<file path="config.mk">
export PLATFORM = sky130hd
export DESIGN_NAME = cmsb_bus_top
export DESIGN_NICKNAME = d
export VERILOG_FILES = /design/src/core/cmsb_pkg.sv /design/src/core/cmsb_tick_if.sv /design/src/core/cmsb_bus_top.sv /design/src/core/cmsb_clock_gen.sv
export SDC_FILE = /design/constraint.sdc
export NUM_CORES = 1
export LEC_CHECK = 0
export BUFFER_PORTS_ARGS = -buffer_cell sky130_fd_sc_hd__buf_4
export CORE_ASPECT_RATIO = 1.5
export CORE_UTILIZATION = 50
export CTS_CLUSTER_SIZE = 8
export DETAILED_ROUTE_END_ITERATION = 8
export GPL_ROUTABILITY_DRIVEN = 0
export GPL_TIMING_DRIVEN = 1
export PLACE_DENSITY = 0.85
export SLEW_MARGIN = 15
export SYNTH_ARGS = -nofsm -noshare
export SYNTH_HDL_FRONTEND = slang
export SYNTH_SLANG_ARGS = --single-unit
</file>
<file path="constraint.sdc">
create_clock -name mclk_i -period 4.3 [get_ports mclk_i]
set_input_delay 0.43 -clock mclk_i [delete_from_list [all_inputs] [get_ports mclk_i]]
set_output_delay 0.43 -clock mclk_i [all_outputs]
set_load 0.02 [all_outputs]
</file>
<file path="src/core/cmsb_pkg.sv">
// Shared constants, types and decode functions of the processor module bus
package cmsb_pkg;

    // Bus widths
    localparam int ADDR_W = 14; // Latched memory address lines
    localparam int DATA_W = 8; // Each of the two data paths
    localparam int PORT_W = 5; // I/O port number width
    localparam int PORT_LSB = 9; // Port number sits on address bits 13..9
    localparam int INSTR_W = 24; // Longest instruction, three bytes

    // Port map: 0..7 inputs, 8..31 outputs
    localparam logic [PORT_W-1:0] IN_PORT_LAST = 5'h07;

    // Values after reset
    localparam logic [ADDR_W-1:0] PC_RST = 14'h0000;

    // Crystal clock derived from the system clock by a fractional accumulator
    localparam int CLK_KHZ = 25000; // System clock rate
    localparam int XTAL_KHZ = 800; // Two-phase crystal clock rate
    localparam int RATE_GCD_KHZ = 200; // Common divisor of both rates
    localparam int ACC_W = 7;
    localparam logic [ACC_W-1:0] ACC_MOD = ACC_W'(CLK_KHZ / RATE_GCD_KHZ);
    localparam logic [ACC_W-1:0] ACC_STEP = ACC_W'(XTAL_KHZ / RATE_GCD_KHZ);

    // Machine cycle timing
    localparam int MCYCLE_NS = 12500; // One machine cycle
    localparam int XTAL_PER_STATE = 2; // One phi1 and one phi2 period
    localparam int STATES_PER_CYCLE = MCYCLE_NS * XTAL_KHZ / 1000000 / XTAL_PER_STATE;
    localparam logic [2:0] LAST_STATE = 3'(STATES_PER_CYCLE - 1);

    // Sequencer states, one-hot
    typedef enum logic [4:0] {
        ST_IDLE = 5'h01,
        ST_FETCH = 5'h02,
        ST_EXEC = 5'h04,
        ST_XFER = 5'h08,
        ST_HOLD = 5'h10
    } cmsb_state_type;

    // Operations the execution core asks for
    typedef enum logic [2:0] {
        OP_NEXT = 3'h0,
        OP_MRD = 3'h1,
        OP_MWR = 3'h2,
        OP_IO = 3'h3,
        OP_JUMP = 3'h4
    } cmsb_op_type;

    // True for port numbers that select input ports
    function automatic logic port_is_input(input logic [PORT_W-1:0] port);
        return port <= IN_PORT_LAST;
    endfunction : port_is_input

    // Instruction length in bytes from its first byte
    function automatic logic [1:0] instr_len(input logic [DATA_W-1:0] op);
        if (op[7:6] == 2'h0 && op[2:0] == 3'h6) begin
            return 2'h2; // Immediate operand follows
        end else if (op[7:6] == 2'h1 && op[0] == 1'b0) begin
            return 2'h3; // Jump or call with 14-bit target
        end else begin
            return 2'h1;
        end
    endfunction : instr_len

endpackage : cmsb_pkg

</file>
<file path="src/core/cmsb_tick_if.sv">
// Timing strobes passed from the crystal clock generator to the sequencer
`timescale 1ns/1ps
interface cmsb_tick_if;
    logic phi1; // Phase one level
    logic phi2; // Phase two level
    logic state_tick; // One-cycle pulse per processor state
    modport gen (output phi1, output phi2, output state_tick);
    modport use_side (input phi1, input phi2, input state_tick);
endinterface : cmsb_tick_if
</file>
<file path="src/core/cmsb_bus_top.sv">
// Processor module backplane sequencer: fetch, memory, I/O, interrupt, hold
`timescale 1ns/1ps
module cmsb_bus_top
    import cmsb_pkg::*;
(
    input wire logic mclk_i,
    input wire logic rst_i,
    // Backplane: memory and ports
    output logic [ADDR_W-1:0] mem_addr_o,
    output logic [DATA_W-1:0] data_out_o,
    input wire logic [DATA_W-1:0] data_in_i,
    output logic mem_rd_o,
    output logic mem_wr_o,
    input wire logic wait_req_i,
    output logic io_cycle_o,
    output logic io_in_o,
    output logic io_out_o,
    output logic [DATA_W-1:0] exec_bus_o,
    output logic phi1_o,
    output logic phi2_o,
    // Interrupt instruction port
    input wire logic int_req_i,
    input wire logic [DATA_W-1:0] int_instr_i,
    output logic int_ack_o,
    // Alternate master
    input wire logic dma_hold_i,
    output logic dma_hold_ack_o,
    input wire logic [ADDR_W-1:0] dma_addr_i,
    input wire logic [DATA_W-1:0] dma_wdata_i,
    input wire logic dma_rd_i,
    input wire logic dma_wr_i,
    input wire logic dma_io_i,
    // Execution core side
    output logic instr_valid_o,
    output logic [INSTR_W-1:0] instr_o,
    output logic [1:0] instr_len_o,
    output logic [ADDR_W-1:0] pc_o,
    input wire logic op_valid_i,
    input wire cmsb_op_type op_kind_i,
    input wire logic [ADDR_W-1:0] op_addr_i,
    input wire logic [PORT_W-1:0] op_port_i,
    input wire logic [DATA_W-1:0] op_wdata_i,
    output logic op_done_o,
    output logic [DATA_W-1:0] op_rdata_o,
    input wire logic exec_load_i,
    input wire logic [DATA_W-1:0] exec_data_i,
    output logic stall_o
);

    // Complete sequencer state
    typedef struct packed {
        cmsb_state_type st;
        logic [ADDR_W-1:0] pc; // Program counter
        logic [ADDR_W-1:0] addr; // Latched address bus
        logic [DATA_W-1:0] dout; // Data toward memory and ports
        logic rd; // Memory read command
        logic wr; // Memory write command
        logic ioc; // I/O cycle marker
        logic ioi; // Input transfer marker
        logic ioo; // Output transfer marker
        logic irq; // Current fetch comes from the interrupt port
        logic [2:0] tcnt; // Processor state within the machine cycle
        logic [1:0] nbyte; // Instruction byte being fetched
        logic [1:0] len; // Length of current instruction
        logic [INSTR_W-1:0] instr; // Assembled instruction
        logic [DATA_W-1:0] rdata; // Last byte read by an operation
        logic done; // Operation finished pulse
        logic [DATA_W-1:0] exec; // Execution data bus
    } cmsb_core_state_type;

    cmsb_core_state_type r_reg;
    cmsb_core_state_type r_next;

    cmsb_tick_if tk ();

    logic bus_busy; // A bus cycle is under way
    logic stalled; // Last state reached but memory still waiting
    logic cyc_end; // Bus cycle completes this clock
    logic [DATA_W-1:0] fbyte; // Byte delivered to a fetch
    logic [1:0] flen; // Instruction length as known at this fetch
    logic port_in; // Requested port is an input port

    // Crystal clock and state strobe source
    cmsb_clock_gen u_clock_gen (
        .mclk_i(mclk_i),
        .rst_i(rst_i),
        .tk(tk)
    );

    // Bus cycle end detection shared by fetch and transfer states
    always_comb begin
        bus_busy = (r_reg.st == ST_FETCH) || (r_reg.st == ST_XFER);
        // Only memory commands may be stretched; ports answer in time
        stalled = bus_busy && (r_reg.tcnt == LAST_STATE) && wait_req_i
            && (r_reg.rd || r_reg.wr);
        cyc_end = bus_busy && tk.state_tick && (r_reg.tcnt == LAST_STATE)
            && !stalled;
        fbyte = r_reg.irq ? int_instr_i : data_in_i;
        flen = (r_reg.nbyte == 2'h0) ? instr_len(fbyte) : r_reg.len;
        port_in = port_is_input(op_port_i);
    end

    // Next-state logic
    always_comb begin
        r_next = r_reg;
        r_next.done = 1'b0;

        // Execution data latch, any time the core presents it
        if (exec_load_i) begin
            r_next.exec = exec_data_i;
        end

        // Step through the states of a bus cycle
        if (bus_busy && tk.state_tick && (r_reg.tcnt != LAST_STATE)) begin
            r_next.tcnt = r_reg.tcnt + 3'h1;
        end

        case (r_reg.st)
            ST_IDLE: begin
                // Instruction boundary: hold first, then interrupt, then fetch
                r_next.tcnt = 3'h0;
                r_next.nbyte = 2'h0;
                if (dma_hold_i) begin
                    r_next.st = ST_HOLD;
                end else begin
                    r_next.st = ST_FETCH;
                    r_next.addr = r_reg.pc;
                    r_next.irq = int_req_i;
                    r_next.rd = ~int_req_i;
                end
            end

            ST_FETCH: begin
                if (cyc_end) begin
                    // Place the byte in its slot of the instruction
                    case (r_reg.nbyte)
                        2'h0: r_next.instr = {16'h0000, fbyte};
                        2'h1: r_next.instr[15:8] = fbyte;
                        default: r_next.instr[23:16] = fbyte;
                    endcase
                    r_next.len = flen;
                    r_next.tcnt = 3'h0;
                    // Interrupt bytes leave the program counter alone
                    if (!r_reg.irq) begin
                        r_next.pc = r_reg.pc + 14'h0001;
                    end
                    if (r_reg.nbyte + 2'h1 == flen) begin
                        r_next.st = ST_EXEC;
                        r_next.rd = 1'b0;
                    end else begin
                        // Next consecutive byte of the same instruction
                        r_next.nbyte = r_reg.nbyte + 2'h1;
                        r_next.addr = r_reg.pc + 14'h0001;
                    end
                end
            end

            ST_EXEC: begin
                // Wait for the core to say what the instruction needs
                if (op_valid_i) begin
                    r_next.tcnt = 3'h0;
                    case (op_kind_i)
                        OP_MRD: begin
                            r_next.st = ST_XFER;
                            r_next.addr = op_addr_i;
                            r_next.rd = 1'b1;
                        end
                        OP_MWR: begin
                            r_next.st = ST_XFER;
                            r_next.addr = op_addr_i;
                            r_next.dout = op_wdata_i;
                            r_next.wr = 1'b1;
                        end
                        OP_IO: begin
                            // Port number on the upper address lines
                            r_next.st = ST_XFER;
                            r_next.addr = '0;
                            r_next.addr[PORT_LSB +: PORT_W] = op_port_i;
                            r_next.dout = op_wdata_i;
                            r_next.ioc = 1'b1;
                            r_next.ioi = port_in;
                            r_next.ioo = ~port_in;
                        end
                        OP_JUMP: begin
                            // Flow change, also from an interrupt instruction
                            r_next.pc = op_addr_i;
                            r_next.irq = 1'b0;
                            r_next.st = ST_IDLE;
                        end
                        OP_NEXT: begin
                            // Carry on from where the counter stands
                            r_next.irq = 1'b0;
                            r_next.st = ST_IDLE;
                        end
                        default: begin
                            r_next.st = ST_EXEC;
                        end
                    endcase
                end
            end

            ST_XFER: begin
                if (cyc_end) begin
                    // Capture read data from the input path
                    r_next.rdata = data_in_i;
                    r_next.rd = 1'b0;
                    r_next.wr = 1'b0;
                    r_next.ioc = 1'b0;
                    r_next.ioi = 1'b0;
                    r_next.ioo = 1'b0;
                    r_next.done = 1'b1;
                    r_next.st = ST_EXEC;
                end
            end

            ST_HOLD: begin
                // Alternate master steers the bus through our latches
                r_next.addr = dma_addr_i;
                r_next.dout = dma_wdata_i;
                r_next.rd = dma_rd_i & ~dma_io_i;
                r_next.wr = dma_wr_i & ~dma_io_i;
                r_next.ioc = dma_io_i;
                r_next.ioi = dma_io_i & port_is_input(dma_addr_i[PORT_LSB +: PORT_W]);
                r_next.ioo = dma_io_i & ~port_is_input(dma_addr_i[PORT_LSB +: PORT_W]);
                if (!dma_hold_i) begin
                    // Release: drop every command and resume the program
                    r_next.rd = 1'b0;
                    r_next.wr = 1'b0;
                    r_next.ioc = 1'b0;
                    r_next.ioi = 1'b0;
                    r_next.ioo = 1'b0;
                    r_next.st = ST_IDLE;
                end
            end

            default: begin
                // Unreachable code: recover to the boundary
                r_next.st = ST_IDLE;
            end
        endcase
    end

    // State register, synchronous reset
    always_ff @(posedge mclk_i) begin
        if (rst_i) begin
            r_reg <= '0;
            r_reg.st <= ST_IDLE;
            r_reg.pc <= PC_RST;
        end else begin
            r_reg <= r_next;
        end
    end

    // Backplane outputs, all straight from flip-flops
    assign mem_addr_o = r_reg.addr;
    assign data_out_o = r_reg.dout;
    assign mem_rd_o = r_reg.rd;
    assign mem_wr_o = r_reg.wr;
    assign io_cycle_o = r_reg.ioc;
    assign io_in_o = r_reg.ioi;
    assign io_out_o = r_reg.ioo;
    assign exec_bus_o = r_reg.exec;
    assign phi1_o = tk.phi1;
    assign phi2_o = tk.phi2;

    // Handshakes decoded from state; stall_o also gated by wait_req_i
    assign int_ack_o = (r_reg.st == ST_FETCH) && r_reg.irq;
    assign dma_hold_ack_o = (r_reg.st == ST_HOLD);
    assign stall_o = stalled;

    // Core side
    assign instr_valid_o = (r_reg.st == ST_EXEC);
    assign instr_o = r_reg.instr;
    assign instr_len_o = r_reg.len;
    assign pc_o = r_reg.pc;
    assign op_done_o = r_reg.done;
    assign op_rdata_o = r_reg.rdata;

endmodule : cmsb_bus_top

</file>
<file path="src/core/cmsb_clock_gen.sv">
// Two-phase crystal clock generator and state strobe
`timescale 1ns/1ps
module cmsb_clock_gen
    import cmsb_pkg::*;
(
    input wire logic mclk_i,
    input wire logic rst_i,
    cmsb_tick_if.gen tk
);

    // Complete generator state
    typedef struct packed {
        logic [ACC_W-1:0] acc; // Fractional phase accumulator
        logic ph; // Next crystal period is phase two
        logic phi1;
        logic phi2;
        logic stick;
    } cmsb_gen_state_type;

    cmsb_gen_state_type r_reg;
    cmsb_gen_state_type r_next;
    logic [ACC_W:0] sum; // One bit wider, the step may carry

    // Accumulator wraps 4 times per 125 clocks, exactly 800 kHz on average
    always_comb begin
        r_next = r_reg;
        r_next.stick = 1'b0;
        sum = {1'b0, r_reg.acc} + {1'b0, ACC_STEP};
        if (sum >= {1'b0, ACC_MOD}) begin
            // Crystal edge: alternate the phases
            r_next.acc = ACC_W'(sum - {1'b0, ACC_MOD});
            r_next.phi1 = ~r_reg.ph;
            r_next.phi2 = r_reg.ph;
            r_next.ph = ~r_reg.ph;
            r_next.stick = r_reg.ph; // Start of phi2, once per phi1/phi2 pair
        end else begin
            r_next.acc = sum[ACC_W-1:0];
        end
    end

    // State register
    always_ff @(posedge mclk_i) begin
        if (rst_i) begin
            r_reg <= '0;
        end else begin
            r_reg <= r_next;
        end
    end

    assign tk.phi1 = r_reg.phi1;
    assign tk.phi2 = r_reg.phi2;
    assign tk.state_tick = r_reg.stick;

endmodule : cmsb_clock_gen

</file>
# After elaboration in Yosys (flattened, before gate mapping)
# Index checks and enable logic that the tools add are counted.
# op_classes
addsub	5
magnitude_cmp	3
n_eq_ne	30
mux	44
bitwise	13
n_reduce_logical	44
# ops
op	n
$mux 14	4
$pmux 14 s2	2
$pmux 14 s4	1
$mux 50	1
$pmux 8 s2	3
$mux 33	1
$mux 31	1
$mux 5	6
$pmux 5 s5	1
$mux 8	3
$ne 2x2->1 const B	8
$reduce_and 3->1	5
$add 14x1->14 const B	1
$ne 2x1->1 const B	6
$pmux 4 s3	1
$reduce_and 4->1	3
$le 5x3->1 const B	2
$logic_and 1x1->1	10
$reduce_and 5->1	2
$reduce_bool 2->1	5
$reduce_or 2->1	5
$eq 3x3->1 const B	3
$not 1->1	9
$pmux 3 s3	1
other kinds (36)	55
# totals
ff_bits	105
output_inout_bits	90
wordCells	162

# Logic depth before layout (Yosys ltp)
# logic_depth
ltp_word	10
ltp_mapped	10
ltp_nobuf	8

# By module
# A second synthesis with hierarchy kept.
# hier_totals
cells_unflattened	822
area_unflattened_um2	6452.4
# by_module_without_submodules
mod	instances	cells_per_inst	area_per_inst_um2	seq_area_each_um2
cmsb_bus_top	1	756	5864.4	1901.8
cmsb_clock_gen	1	66	588.1	200.2

# Worst setup path after synthesis
# No wires, ideal clock.
# synth_timing
path_type	input port to flip-flop
start	in data_in_i[7]
end	reg r_reg, in the netlist mem_addr_o[10]
setup_ns	0.137
arrival_ns	2.159
required_ns	4.163
slack_ns	2.004
stages	7
n_path_buf	1
path_cell_list	or3_1 > a221oi_2 > mux2i_1 > or4_4 > buf_6 > a21oi_1 > a311oi_2
# synth_between
elab_chain_len	9
# synth_rtl
item	line_no	source
start, declared	cmsb_bus_top.sv:11	input wire logic [DATA_W-1:0] data_in_i,
$mux 8 (*)	cmsb_bus_top.sv:98	fbyte = r_reg.irq ? int_instr_i : data_in_i;
$eq 2x1->1	cmsb_pkg.sv:58	end else if (op[7:6] == 2'h1 && op[0] == 1'b0) begin
$logic_and 1x1->1	cmsb_pkg.sv:58	
$mux 2	cmsb_pkg.sv:58	
$mux 2 (*)	cmsb_pkg.sv:56	if (op[7:6] == 2'h0 && op[2:0] == 3'h6) begin
$mux 2 (*)	cmsb_bus_top.sv:99	flen = (r_reg.nbyte == 2'h0) ? instr_len(fbyte) : r_reg.len;
$eq 2x2->1 (*)	cmsb_bus_top.sv:147	if (r_reg.nbyte + 2'h1 == flen) begin
$ne 2x2->1 (no line) (*)	n/a	
$reduce_and 6->1 (no line) (*)	n/a	
end signal, assigned	cmsb_bus_top.sv:250	r_reg <= r_next;
end, declared	cmsb_bus_top.sv:71	cmsb_core_state_type r_reg;
# Every way passes the cells marked *; elsewhere a longest branch is shown, timed or not.
# A chain may end at the register's enable or synchronous reset.

# Worst setup path after layout
# layout_timing
start	reg r_reg[93] (netlist name)
end	reg r_reg, in the netlist mem_addr_o[9]
# layout_between
elab_chain_len	9
# layout_rtl
item	line_no	source
$eq 5x2->1 / $eq 5x4->1 (equally long branches)	cmsb_bus_top.sv:92, cmsb_bus_top.sv:118	
$logic_or 1x1->1	cmsb_bus_top.sv:92	bus_busy = (r_reg.st == ST_FETCH) || (r_reg.st == ST_XFER);
$logic_and 1x1->1 (2 in series)	cmsb_bus_top.sv:94	stalled = bus_busy && (r_reg.tcnt == LAST_STATE) && wait_req_i
$logic_and 1x1->1	cmsb_bus_top.sv:95	&& (r_reg.rd || r_reg.wr);
$logic_not 1->1	cmsb_bus_top.sv:97	&& !stalled;
$logic_and 1x1->1	cmsb_bus_top.sv:97	
$ne 2x2->1 (no line)	n/a	
$reduce_and 6->1 (no line)	n/a	
# Parallel ways exist; a longest one is shown, timed or not.

==> impl_metrics.json <==
{
  "outcome": "completed",
  "synth_nets": 877,
  "place_area_um2": 7024,
  "clkLatencyLatePin_ps": 350,
  "setup_violations": 0,
  "start_kind": "flip-flop",
  "grt.busiest_layer": "met2",
  "rr_endpoint": "mem_addr_o[9]",
  "fin_crit_ps": 3008,
  "ys_seq_area_share_pct": 33.43,
  "hold_violations": 0,
  "crit_path_frequent_cell": "a2111oi_0",
  "use_met2_pct": 47.14,
  "dpl.hpwl_mm": 13.13,
  "fmax_mhz": 332.4,
  "pwr_density_cell_nw_per_um2": 320.6,
  "met1_usage_pct": 29.98,
  "portBuffers": 175,
  "period_share_pct": 69.96,
  "start_util_pct": 51.79,
  "skew_ps": 7.300,
  "final_cell_mix": "buf_4, dfxtp_1, nor2_1",
  "hold_path_class": "input port to flip-flop",
  "leakage_nw": 2.955,
  "hold_depth": 3,
  "crit_fanout": 15,
  "clk_pin_slew_ps": 70,
  "fin_area_um2": 7332,
  "slew-limit-headroom_pct": 26.98,
  "post_cts_resized": 0,
  "cts_hold_buffers": 0,
  "avgSynthCellArea_um2": 8.040,
  "layout_commonest_cell": "buf_4",
  "grt_pass1_wl_mm": 27.93,
  "cts_max_level": 3,
  "worst_path_max_delay_cell": "dfxtp_1",
  "worstMarginPinSlew_ps": 1088,
  "die_area_um2": 13040,
  "vdd_drop_max_uv": 191.2,
  "cts_sinks": 105,
  "async_reset_ff_share_pct": 0,
  "syn_area_um2": 6287,
  "vias_per_cell": 6.049,
  "final_max_slew_viol_count": 0,
  "wl_per_cell_um": 17.62,
  "drc": 0,
  "ios": 176,
  "grt_max_degree": 81,
  "r2r_slack_ps": 1290,
  "fp.dieH_um": 139.3,
  "critPathTopFamily": "compound AO/OA/AOI/OAI gates",
  "synth_warnings": 0,
  "die_x_um": 93.56,
  "synth-edff-count": 0,
  "grt_util_all_layers_pct": 27.19,
  "drtIter0Drc": 399,
  "cts_setup_buffers": 0,
  "vias": 6079,
  "syn_to_final_growth_pct": 16.62,
  "tns_ps": 0,
  "grt.met3_usage_pct": 6.284,
  "netlist_instances": 782,
  "reg2reg_depth": 7,
  "diodes": 0,
  "row_count": 49,
  "cpPeakStageDelay_ps": 530,
  "largest_reg_flops": 24,
  "antenna_left": 0,
  "critPathRequiredTime_ps": 4490,
  "gr-total-overflow": 0,
  "cts_max_path_buffers": 2,
  "cts_tree": "yes",
  "worstSetupPathType": "flip-flop to flip-flop",
  "ys_seq_elements": 105,
  "cp_num_buf_inv": 1,
  "drive_gt1_share_pct": 24.65,
  "numCtsBuffers": 9,
  "endpoint_kind": "flip-flop",
  "antenna_found_initial": 0,
  "drt_pass1_iterations": 7,
  "root_buffer": "clkbuf_16",
  "synth_cell_types": 70,
  "grt_pass1_vias": 5699,
  "hold_start": "exec_data_i[0]",
  "rsz0062_at_grt": "no",
  "nNetsFinal": 942,
  "crit_chain": "nor2_1 -> nand2_1 -> inv_1 -> a2111oi_0 -> nand3_1 -> a2111oi_0 -> a211oi_1",
  "core_um2": 12140,
  "hold-path-endpoint": "exec_bus_o[0]",
  "wl_mm": 17.71,
  "synth_ff_type": "dfxtp_1",
  "cap_viol_max_count": 0,
  "critPathArrivalTime_ps": 3200,
  "reg2reg_from": "r_reg[93]"
}
==> logic make-up after synthesis <==
kind of cell | synth area share (%)
AOI/OAI and AO/OA | 20.06
xor gates and xnor gates | 1.393
adders and majority gates | 1.791
buffers and inverters | 13.89
DFF | 33.43
muxes | 6.746
and+or+nand+nor | 22.69
==> how the worst max path moves through the flow <==
stage	slack [ps]	endpoint	cells past startpoint	startpoint
after floorplan	2000	mem_addr_o[10]	7	data_in_i[7]
after global placement	1460	mem_addr_o[13]	7	r_reg[93]
after detailed placement	1330	mem_addr_o[9]	7	r_reg[93]
after CTS	1300	mem_addr_o[9]	7	r_reg[93]
after global routing	860	mem_addr_o[9]	7	r_reg[93]
final	1290	mem_addr_o[9]	7	r_reg[93]
==> power by group <==
group	switching [mW]	total (mW)	internal (mW)	leakage (nW)
clock network	0.369	0.853	0.484	0.149
registers	0.0430	1.06	1.01	0.852
logic	0.248	0.441	0.193	1.96
total	0.660	2.35	1.69	2.96
==> synthesized netlist by cell type, types with 5 or more instances <==
cell type  instances  share of area [%]
clkbuf_1          34                2.0
nor3b_1            8               0.96
nor2_1            89                5.3
xor2_1             6               0.84
and3_1            11                1.1
o21ai_0           31                2.5
a211oi_1          19                2.3
a2bb2oi_1          8                1.1
mux2i_1           39                6.2
and2_1            14                1.4
nand3_1           25                2.0
a221o_1            5               0.80
a311oi_1          12                1.7
a2111oi_0          5               0.70
nand4_1           10                1.0
nand2_1           78                4.7
o31ai_1            9                1.1
buf_4             81                9.7
nor3_1            23                1.8
a21oi_1           42                3.3
inv_1             17                1.0
ha_1               9                1.8
nand2b_1           8               0.80
dfxtp_1          105                 33
==> stage by stage <==
stage | utilization (%) | instances | worst slack, ps | hold slack [ps] | total power [mW]
4_1_cts | 60.40 | 1005 | 1303 | 314.0 | 2.354
3_3_place_gp | 57.86 | 989 | 1456 | 453.3 | 1.508
3_5_place_dp | 57.86 | 989 | 1327 | 448.0 | 1.515
6_report | 60.40 | 1005 | 1292 | 320.1 | 2.351
2_1_floorplan | - | 782 | 2004 | 449.6 | 1.379
5_1_grt | 60.40 | 1005 | 861.7 | 325.2 | 2.446
==> layout make-up <==
cell class,instances,area [um2]
inverter,18,67.56
multi-input combinational,533,3312
fill,1090,4807
clock buffer,12,256.5
sequential,105,2102
tap,153,191.4
timing repair buffer,180,1351
clock inverter,4,51.30
==> metal layers <==
metal,vias to the layer above,part of all wire [%]
li1,2855,-
met1,2819,36
met2,336,50
met3,69,8.8
met4,0,4.9
met5,-,0
==> worst register-to-register path, cell delays in order, from the launching register on <==
cell       delay [ps]
dfxtp_1           530
nor2_1            210
nand2_1           470
inv_1             120
a2111oi_0         480
nand3_1           410
a2111oi_0         510
a211oi_1          130
Note: power is estimated with default switching activity, not from simulation.
